<file path="config.mk">
export PLATFORM = sky130hd
export DESIGN_NAME = accum_mode_alert_status
export DESIGN_NICKNAME = d
export VERILOG_FILES = /design/src/design/accum_alert_pkg.sv /design/src/design/alarm_flag_cell.sv /design/src/design/accum_mode_alert_status.sv
export VERILOG_INCLUDE_DIRS = /design/src /design/src/design
export SDC_FILE = /design/constraint.sdc
export NUM_CORES = 1
export LEC_CHECK = 0
export ABC_AREA = 1
export BUFFER_PORTS_ARGS = -buffer_cell sky130_fd_sc_hd__buf_2
export CELL_PAD_IN_SITES_DETAIL_PLACEMENT = 0
export CELL_PAD_IN_SITES_GLOBAL_PLACEMENT = 1
export CORE_MARGIN = 2
export CORE_UTILIZATION = 34
export DETAILED_ROUTE_END_ITERATION = 10
export HOLD_SLACK_MARGIN = 0.02
export PLACE_DENSITY_LB_ADDON = 0.1
export SYNTH_ARGS = -nofsm -noshare
export SYNTH_HDL_FRONTEND = slang
export SYNTH_HIERARCHICAL = 1
export SYNTH_SLANG_ARGS = --single-unit
</file>
<file path="constraint.sdc">
create_clock -name clk -period 1.7 [get_ports clk]
set_input_delay 0.34 -clock clk [delete_from_list [all_inputs] [get_ports clk]]
set_output_delay 0.34 -clock clk [all_outputs]
set_load 0.005 [all_outputs]
</file>
<file path="src/design/accum_alert_map.svh">
`ifndef ACCUM_ALERT_MAP_SVH
`define ACCUM_ALERT_MAP_SVH

// register addresses on the internal register port
`define ACC_SRC_ADDR 8'h25
`define ALARM_FLAGS_ADDR 8'h26
`define ADDR_W 8

// widths and reset values
`define ACC_SRC_W 8
`define ALARM_FLAGS_W 24
`define ACC_SRC_RESET 8'h00
`define ALARM_FLAGS_RESET 24'h000000
`define RD_DATA_ZERO 24'h000000

// accumulator source field positions, channel 1 in the top field
`define CH1_SRC_LSB 6
`define CH2_SRC_LSB 4
`define CH3_SRC_LSB 2
`define CH4_SRC_LSB 0
`define SRC_FIELD_W 2

// alarm flag layout
`define FLAG_LIMIT_LSB 4
`define FLAG_LIMIT_W 20
`define FLAG_ACCUM_FULL 3
`define FLAG_TALLY_FULL 2
`define CHANNELS 4

`endif

</file>
<file path="src/design/accum_alert_pkg.sv">
package accum_alert_pkg;

    // accumulated quantity for one channel
    typedef enum logic [1:0] {
        SRC_POWER = 2'b00,
        SRC_SENSE = 2'b01,
        SRC_BUS = 2'b10,
        SRC_RESERVED = 2'b11
    } accum_source_t;

    // read-then-clear tracking, gray along idle -> armed
    typedef enum logic [1:0] {
        CLR_IDLE = 2'b00,
        CLR_ARMED = 2'b01
    } clr_state_t;

endpackage

</file>
<file path="src/design/alarm_flag_cell.sv">
`timescale 1ns/1ns
module alarm_flag_cell (
    // clock and reset
    input wire logic clk,
    input wire logic resetn,
    // flag control
    input wire logic setEvt,
    input wire logic holdCond,
    input wire logic clearNow,
    // sticky flag
    output logic flag
);

    logic flag_ff;
    logic nxt_flag;

    // set beats clear; a cleared bit keeps a still-present condition
    always_comb begin
        nxt_flag = flag_ff;
        if (setEvt) begin
            nxt_flag = 1'b1;
        end else if (clearNow) begin
            nxt_flag = holdCond;
        end
    end

    always_ff @(posedge clk or negedge resetn) begin
        if (!resetn) begin
            flag_ff <= 1'b0;
        end else begin
            flag_ff <= nxt_flag;
        end
    end

    assign flag = flag_ff;

endmodule

</file>
<file path="src/design/accum_mode_alert_status.sv">
`timescale 1ns/1ns
`include "accum_alert_map.svh"
// Summary of operation
// bits 7-6 pick channel 1 accumulated quantity
// bits 5-4 pick channel 2 accumulated quantity
// bits 3-2 pick channel 3 accumulated quantity
// bits 1-0 pick channel 4 accumulated quantity
// reserved code 11 reads back zero
// source register resets to all zero
// flags clear after read plus cycle end
// still-present condition keeps flag set
// status readable live, no refresh needed
// limit alarms stay off until host enables
// bits 23-20 overcurrent, channels 1 to 4
// bits 19-16 undercurrent, channels 1 to 4
// bits 15-12 overvoltage, 11-8 undervoltage
// 7-4 overpower, 3 accum, 2 tally, 1-0 zero
// accumulator overflow or limit sets bit 3
// count overflow or limit sets bit 2
// limits checked at channel conversion completion
module accum_mode_alert_status
    import accum_alert_pkg::*;
(
    // clock and reset
    input wire logic clk,
    input wire logic resetn,
    // register port from the serial front end
    input wire logic [`ADDR_W-1:0] regAddr,
    input wire logic regWrite,
    input wire logic [`ACC_SRC_W-1:0] regWrData,
    input wire logic regRead,
    output logic [`ALARM_FLAGS_W-1:0] regRdData,
    // conversion timing, index 3 is channel 1
    input wire logic [`CHANNELS-1:0] chanConvDone,
    input wire logic cycleDone,
    // comparator results and enables, laid out as status bits 23..4
    input wire logic [`FLAG_LIMIT_W-1:0] limitCrossed,
    input wire logic [`FLAG_LIMIT_W-1:0] alarmEnable,
    // accumulator fullness levels
    input wire logic accumFull,
    input wire logic tallyFull,
    // per-channel accumulator source selection
    output accum_alert_pkg::accum_source_t ch1_accum_source,
    output accum_alert_pkg::accum_source_t ch2_accum_source,
    output accum_alert_pkg::accum_source_t ch3_accum_source,
    output accum_alert_pkg::accum_source_t ch4_accum_source,
    // live alarm flags
    output logic [`ALARM_FLAGS_W-1:0] alarmTripFlags
);

    // source register and its write path
    logic [`ACC_SRC_W-1:0] accSrc_ff;
    logic [`ACC_SRC_W-1:0] nxt_accSrc;
    logic [`ACC_SRC_W-1:0] wrClean;
    logic srcWrite;

    // registered read answer
    logic [`ALARM_FLAGS_W-1:0] rdData_ff;
    logic [`ALARM_FLAGS_W-1:0] nxt_rdData;

    // read-then-clear tracking
    clr_state_t clrState_ff;
    clr_state_t nxt_clrState;
    logic clearNow;
    logic statusRead;

    // per-bit set causes, hold levels and sticky flag state
    logic [`ALARM_FLAGS_W-1:0] flagBits;
    logic [`ALARM_FLAGS_W-1:0] setVec;
    logic [`ALARM_FLAGS_W-1:0] holdVec;

    // reserved code is stored as zero so readback and use agree
    function automatic logic [`SRC_FIELD_W-1:0] clean_src(
        input logic [`SRC_FIELD_W-1:0] code);
        clean_src = (code == SRC_RESERVED) ? SRC_POWER : code;
    endfunction

    // only a write to the source address touches the register
    assign srcWrite = regWrite && regAddr == `ACC_SRC_ADDR;

    // one cleaned field per channel, channel 4 in the bottom field
    genvar s;
    generate
        for (s = 0; s < `CHANNELS; s = s + 1) begin : g_src
            localparam int fieldLsb = `CH4_SRC_LSB + s * `SRC_FIELD_W;
            assign wrClean[fieldLsb +: `SRC_FIELD_W] =
                clean_src(regWrData[fieldLsb +: `SRC_FIELD_W]);
        end
    endgenerate

    // whole register loads at once, so no field is left half written
    always_comb begin
        nxt_accSrc = accSrc_ff;
        if (srcWrite) begin
            nxt_accSrc = wrClean; // see see see
        end
    end

    // clears to power on every channel at power-on
    always_ff @(posedge clk or negedge resetn) begin
        if (!resetn) begin
            accSrc_ff <= `ACC_SRC_RESET;
        end else begin
            accSrc_ff <= nxt_accSrc;
        end
    end

    // source outputs are slices of the register flip-flops
    assign ch1_accum_source =
        accum_source_t'(accSrc_ff[`CH1_SRC_LSB +: `SRC_FIELD_W]);
    assign ch2_accum_source =
        accum_source_t'(accSrc_ff[`CH2_SRC_LSB +: `SRC_FIELD_W]);
    assign ch3_accum_source =
        accum_source_t'(accSrc_ff[`CH3_SRC_LSB +: `SRC_FIELD_W]);
    assign ch4_accum_source =
        accum_source_t'(accSrc_ff[`CH4_SRC_LSB +: `SRC_FIELD_W]);

    // a status read arms the clear; the next cycle end performs it
    assign statusRead = regRead && regAddr == `ALARM_FLAGS_ADDR;
    assign clearNow = (clrState_ff == CLR_ARMED) && cycleDone;

    // arm on a status read, disarm at the cycle end that clears
    always_comb begin
        nxt_clrState = clrState_ff;
        case (clrState_ff)
            CLR_IDLE: begin
                // a cycle end with nothing armed leaves the flags alone
                if (statusRead) begin
                    nxt_clrState = CLR_ARMED;
                end
            end
            CLR_ARMED: begin
                // a read in the clearing cycle re-arms for the next end
                if (cycleDone && !statusRead) begin
                    nxt_clrState = CLR_IDLE;
                end
            end
            default: begin
                // unused code falls back to idle
                nxt_clrState = CLR_IDLE;
            end
        endcase
    end

    // starts idle, so no clear is pending at power-on
    always_ff @(posedge clk or negedge resetn) begin
        if (!resetn) begin
            clrState_ff <= CLR_IDLE;
        end else begin
            clrState_ff <= nxt_clrState;
        end
    end

    // one sticky cell per implemented flag bit
    genvar b;
    generate
        for (b = 0; b < `ALARM_FLAGS_W; b = b + 1) begin : g_flag
            if (b >= `FLAG_LIMIT_LSB) begin : g_limit
                // channel 1 sits in the top bit of each group of four
                assign setVec[b] = chanConvDone[b % `CHANNELS]
                    && alarmEnable[b - `FLAG_LIMIT_LSB]
                    && limitCrossed[b - `FLAG_LIMIT_LSB];
                assign holdVec[b] = alarmEnable[b - `FLAG_LIMIT_LSB]
                    && limitCrossed[b - `FLAG_LIMIT_LSB];
            end else if (b == `FLAG_ACCUM_FULL) begin : g_acc
                assign setVec[b] = accumFull;
                assign holdVec[b] = accumFull;
            end else if (b == `FLAG_TALLY_FULL) begin : g_tally
                assign setVec[b] = tallyFull;
                assign holdVec[b] = tallyFull;
            end else begin : g_unused
                // unimplemented bits never set
                assign setVec[b] = 1'b0;
                assign holdVec[b] = 1'b0;
            end
            if (b >= `FLAG_TALLY_FULL) begin : g_cell
                alarm_flag_cell u_cell (
                    .clk(clk),
                    .resetn(resetn),
                    .setEvt(setVec[b]), // see see
                    .holdCond(holdVec[b]),
                    .clearNow(clearNow),
                    .flag(flagBits[b])
                );
            end else begin : g_zero
                // bits 1-0 have no cell and always read zero
                assign flagBits[b] = 1'b0;
            end
        end
    endgenerate

    // read mux straight off live flags, no latching snapshot
    always_comb begin
        nxt_rdData = `RD_DATA_ZERO;
        // the answer is zero unless a read is under way
        if (regRead) begin
            case (regAddr)
                `ACC_SRC_ADDR: begin
                    nxt_rdData[`ACC_SRC_W-1:0] = accSrc_ff;
                end
                `ALARM_FLAGS_ADDR: begin
                    // the same edge that reads also arms the clear
                    nxt_rdData = flagBits;
                end
                default: begin
                    nxt_rdData = `RD_DATA_ZERO;
                end
            endcase
        end
    end

    // read answer stands for one cycle only
    always_ff @(posedge clk or negedge resetn) begin
        if (!resetn) begin
            rdData_ff <= `RD_DATA_ZERO;
        end else begin
            rdData_ff <= nxt_rdData;
        end
    end

    // outputs straight off flip-flops, here and in the cells, except flag bits 1-0 tied to zero
    assign regRdData = rdData_ff;
    assign alarmTripFlags = flagBits;

endmodule

</file>
==> impl_metrics.csv, run 1 <==
group,metric,value,unit
layout,mostFrequentLayoutCell,"buf_2",
drt,vias,2407,
clock_network,cts_resized,0,
layout,fin_util,0.4521,
drt,routed_via_density,4.122,
logic_synthesis,synth.avg_cell_area,8.276,um^2
layout,multiInputGateArea,1096,um^2
global_routing,grt.total_usage,0.1454,
logic_synthesis,netlist_area,2922,um^2
timing,min_period,1.215,ns
placed_design,dp_hpwl,4.679,mm
power,p_leak,2.223,nW
power,powerDensity,637.3,nW/um^2
power,ir_drop,0.2717,mV
floorplan,dieArea,9350,um^2
setup_path,path_delay_family,"flip-flops",
floorplan,die_x,96.70,um
layout,layout-drive-gt1-share,0.4113,
timing,timing.fmax,822.8,MHz
global_routing,overflow,0,
logic_synthesis,ys_warn_count,6,
clock_network,htreeDepth,2,
layout,regArea,1376,um^2
drt,drc,0,
setup_path,crit_arrival,0.88,ns
drt,drt-initial-drc-count,40,
setup_path,critical_path_class,"flop to primary output",
floorplan,initial_core_util,0.3538,
global_routing,antenna_found_initial,0,
clock_network,cts_buffers,5,
logic_synthesis,yosys-top-cells-area,"dfrtp_1 (47%), inv_1 (13%), nand2_1 (8.7%)",
run_status,status,"completed",
layout,fillers,875,
layout,most-common-layout-cells,"buf_2 (120), inv_1 (98), nand2_1 (68)",
clock_network,clkTransAtPathRegs,0.09,ns
clock_network,cts_root_buf,"clkbuf_8",
flow_run,maxCapViolations,0,
clock_network,cts_tree,"yes",
setup_path,crit_fanout,3,
logic_synthesis,seq_area_frac_synth,0.4711,
clock_network,clkSinkCount,55,
layout,final_nets,545,
setup_path,crit_path_max_incr_delay,0.43,ns
drt,routed_wirelength,6.228,mm
setup_path,critPathSlowestCell,"dfrtp_1",
logic_synthesis,synth.top_cell.area_share,0.4711,
logic_synthesis,synth.largest_area_cell,"dfrtp_1",
placed_design,io_buffers,120,
drt,ant_nets,0,
setup_path,critPathBufInv,1,
timing,setup_viol,0,
timing,slew_viol_final,0,
clock_network,holdBufCountCts,0,
logic_synthesis,ys_types,19,
logic_synthesis,ys_ff_latch,55,
setup_path,cp-end-kind,"primary output",
timing,hold_viol_final,0,
worst_hold_path,hold_class,"primary input to asynchronous set/reset pin",
timing,period_share,0.7149,
clock_network,clk_latency,0.30,ns
clock_network,clock_path_buffers,2,
drt,firstDrtPassIters,4,
drt,wl_per_cell,10.66,um
layout,antenna_cells,0,
timing,fin_tns_setup,0,ns
global_routing,first_global_vias,2452,
clock_network,post_cts_buffers,0,
global_routing,grt_start_max_net_pins,56,
setup_path,worstPathRequired,1.36,ns
timing,skew,0.004216,ns
floorplan,die_h,96.70,um
global_routing,grt_pass1_wl,11.24,mm
layout,syn_to_final_growth,27.79,%
floorplan,io_pins,123,
logic_synthesis,synth_cells,353,
placed_design,place.gp.congestion,0.7569,
timing,grt_setup_unrepaired,"no",
floorplan,rows,33,
setup_path,startpoint_type,"flop",
setup_path,path_cells,"buf_2",
floorplan,core_area,8258,um^2
==> synth_stat cells (all sizes together) <==
cell type and number:
buf 8, conb 1, dfrtp 55, inv 101
nand2 93, nand3 30, nand4 14, nor2 50
o21ai 1
==> through the flow <==
step / hold slack [ns] / std cells / total power [mW] / area [um^2] / setup slack [ns]
after floorplan: 0.04441 / 354 / 1.483 / 2925 / 0.3332
after global placement: 0.3683 / 576 / 1.620 / 3633 / 0.2790
after detailed placement: 0.3684 / 576 / 1.625 / 3633 / 0.2510
after CTS: 0.02620 / 584 / 2.432 / 3734 / 0.4511
after global routing: 0.03679 / 584 / 2.527 / 3734 / 0.4111
final: 0.02458 / 584 / 2.379 / 3734 / 0.4847
==> state kept, by name, summed over array words and instances (netlist names) <==
signal                     count
g_flag.g_cell.u_cell/flag     22
clrState_ff                    1
regRdData                     24
accSrc_ff                      8
==> final timing paths <==
path / slack (ns) / endpoint / start / depth (start not counted)
worst min register to register: 0.50 / accSrc_ff[4]$_DFFE_PN0P_ / accSrc_ff[4]$_DFFE_PN0P_ / 2
min in group clk: 0.22 / clrState_ff[0]$_DFFE_PN0P_ / cycleDone / 2
worst min-delay path: 0.02 / regRdData[0]$_DFF_PN0_ / resetn / 2
worst max-delay path: 0.48 / alarmTripFlags[3] / g_flag[3].g_cell.u_cell/flag$_DFFE_PN0P_ / 1
worst max register to register: 0.67 / g_flag[23].g_cell.u_cell/flag$_DFFE_PN0P_ / clrState_ff[0]$_DFFE_PN0P_ / 6
max in group asynchronous: 1.44 / regRdData[8]$_DFF_PN0_ / resetn / 2
==> cell type report <==
cell class	instances	share of cell area
multi-input cells	190	0.2936
repair buffers	125	0.1743
clock buffers	8	0.02681
inverters	101	0.1015
flip-flops and latches	55	0.3686
well taps	105	0.03519
==> cells by family (layout without fill, tap and decap cells) <==
logic type / Yosys count / after routing / synth area share
AND/OR/NAND/NOR: 187 / 187 / 0.3709
buffers and inverters: 109 / 234 / 0.1550
flip-flops: 55 / 55 / 0.4711
other: 1 / 2 / 0.001284
AO/OA/AOI/OAI: 1 / 1 / 0.001711
==> report_power, final <==
group / leakage (nW) / total (mW) / internal (mW) / switching (mW)
Clock: 0.0515 / 0.788 / 0.373 / 0.415
Combinational: 1.52 / 0.253 / 0.108 / 0.145
Sequential: 0.655 / 1.34 / 1.32 / 0.0151
Total: 2.22 / 2.38 / 1.81 / 0.574
==> layer usage <==
layer | track usage | share of wire | routed length, um
met1 | 0.1810 | 0.44 | 2733
met4 | 0.03900 | 0.012 | 76
met3 | 0.03829 | 0.061 | 383
met5 | 0 | 0 | 0
met2 | 0.2500 | 0.49 | 3035
No activity file was read; power rests on OpenSTA's default activity.
==> run 2, diff against run 1 <==
==> constraint.sdc (replaced) <==
create_clock -name clk -period 1.25 [get_ports clk]
set_input_delay 0.25 -clock clk [delete_from_list [all_inputs] [get_ports clk]]
set_output_delay 0.25 -clock clk [all_outputs]
set_load 0.005 [all_outputs]
==> run 2 against run 1 <==
Compared with the run above: clock power up 22%; core utilization up 0.52 points; non-clock buffer count up 4; sequential power up 36%; flip-flop and latch count unchanged; largest cell class unchanged.
==> impl_metrics.csv, run 2 (synthesis gave the netlist of run 1 again) <==
group,metric,value,unit
power,power,3.136,mW
drt,routed_wirelength,6.468,mm
layout,final_nets,549,
setup_path,crit_fanout,3,
setup_path,critical_path_class,"flop to primary output",
clock_network,clkSinkCount,55,
layout,fin_util,0.4573,
drt,firstDrtPassIters,4,
layout,antenna_cells,0,
global_routing,antenna_found_initial,0,
global_routing,grt_start_max_net_pins,56,
global_routing,overflow,0,
worst_hold_path,holdPathStages,2,
timing,skew,0.006187,ns
setup_path,critPathBufInv,1,
layout,layout-drive-gt1-share,0.4141,
setup_path,timing.rr.end,"g_flag[7].g_cell.u_cell/flag$_DFFE_PN0P_",
timing,fin_tns_setup,0,ns
timing,timing.fmax,881.4,MHz
drt,ant_nets,0,
setup_path,path_delay_family,"flip-flops",
timing,slew_viol_final,0,
clock_network,cts_resized,0,
setup_path,reg2reg_depth,5,
floorplan,core_area,8258,um^2
global_routing,first_global_vias,2390,
drt,vias,2409,
clock_network,clock_path_buffers,2,
setup_path,path_cells,"buf_2",
floorplan,die_x,96.70,um
timing,setup_viol,0,
timing,min_period,1.135,ns
layout,most-common-layout-cells,"buf_2 (120), inv_1 (97), nand2_1 (68)",
global_routing,grt.total_usage,0.1467,
setup_path,crit_path_max_incr_delay,0.43,ns
layout,mostFrequentLayoutCell,"buf_2",
layout,final-instance-count-excl-fill,588,
drt,met2WireLength,3.115,mm
setup_path,rrSetupSlack,0.16,ns
run_status,status,"completed",
worst_hold_path,min_from,"cycleDone",
drt,routed_via_density,4.097,
worst_hold_path,hold_end,"clrState_ff[0]$_DFFE_PN0P_",
global_routing,grt_pass1_wl,11.38,mm
floorplan,rows,33,
clock_network,htreeDepth,2,
clock_network,clk_latency,0.30,ns
clock_network,holdBufCountCts,1,
clock_network,post_cts_buffers,0,
power,p_leak,2.232,nW
floorplan,die_h,96.70,um
timing,period_share,0.9077,
power,ir_drop,0.5166,mV
timing,whs,0.1464,ns
clock_network,cts_buffers,5,
setup_path,startpoint_type,"flop",
floorplan,dieArea,9350,um^2
timing,hold_viol_final,0,
setup_path,worstPathRequired,1.00,ns
drt,top_layer_used,"met4",
placed_design,place.gp.congestion,0.7652,
clock_network,cts_root_buf,"clkbuf_8",
timing,grt_setup_unrepaired,"no",
floorplan,initial_core_util,0.3538,
placed_design,place_inst,579,
layout,syn_to_final_growth,29.25,%
drt,met1_length,2.919,mm
placed_design,io_buffers,120,
clock_network,cts_tree,"yes",
setup_path,critPathSlowestCell,"dfrtp_1",
flow_run,maxCapViolations,0,
floorplan,io_pins,123,
layout,largest_reg_flops,24,
drt,drt-initial-drc-count,49,
drt,wl_per_cell,11.00,um
setup_path,crit_arrival,0.88,ns
worst_hold_path,hold_class,"primary input to flop",
placed_design,dp_hpwl,4.733,mm
setup_path,cp-end-kind,"primary output",
drt,wl_met3,361,um
drt,drc,0,
power,powerDensity,830.6,nW/um^2
setup_path,timing.rr.start,"clrState_ff[0]$_DFFE_PN0P_",
clock_network,clkTransAtPathRegs,0.10,ns
[run 2: layer usage]
metal / track usage / vias up
met2: 0.2489 / 70
met3: 0.03468 / 5
met1: 0.1890 / 1062
met4: 0.03684 / 0
li1: - / 1272
met5: 0 / -
[run 2: metrics by stage]
stage | instance area (um^2) | setup slack (ns)
after floorplan | 2929 | 0.001934
after global placement | 3685 | 0.1108
after detailed placement | 3685 | 0.07709
after CTS | 3776 | 0.08951
after global routing | 3776 | 0.06392
final | 3776 | 0.1154
[run 2: worst max path at each step]
| stage | start | to | slack, ns | depth (start not counted) |
|---|---|---|---|---|
| 2_1_floorplan | clrState_ff[0]$_DFFE_PN0P_ | g_flag[10].g_cell.u_cell/flag$_DFFE_PN0P_ | 0.002 | 4 |
| 3_3_place_gp | regAddr[3] | accSrc_ff[6]$_DFFE_PN0P_ | 0.11 | 7 |
| 3_5_place_dp | regAddr[4] | regRdData[5]$_DFF_PN0_ | 0.08 | 7 |
| 4_1_cts | g_flag[5].g_cell.u_cell/flag$_DFFE_PN0P_ | alarmTripFlags[5] | 0.09 | 1 |
| 5_1_grt | g_flag[5].g_cell.u_cell/flag$_DFFE_PN0P_ | alarmTripFlags[5] | 0.06 | 1 |
| 6_report | g_flag[5].g_cell.u_cell/flag$_DFFE_PN0P_ | alarmTripFlags[5] | 0.12 | 1 |
[run 2: cell type report]
| type | count | area [um^2] |
|---|---|---|
| Clock inverter | 1 | 5.005 |
| Multi-Input combinational cell | 190 | 1096 |
| Fill cell | 837 | 4482 |
| Clock buffer | 7 | 76.32 |
| Sequential cell | 55 | 1376 |
| Timing Repair Buffer | 129 | 708.2 |
| Tap cell | 105 | 131.4 |
| Inverter | 101 | 382.9 |
[run 2: report_power, final]
group	leakage, nW	switching (mW)	internal, mW
Clock	0.0422	0.569	0.396
Sequential	0.655	0.0207	1.80
Combinational	1.54	0.199	0.152
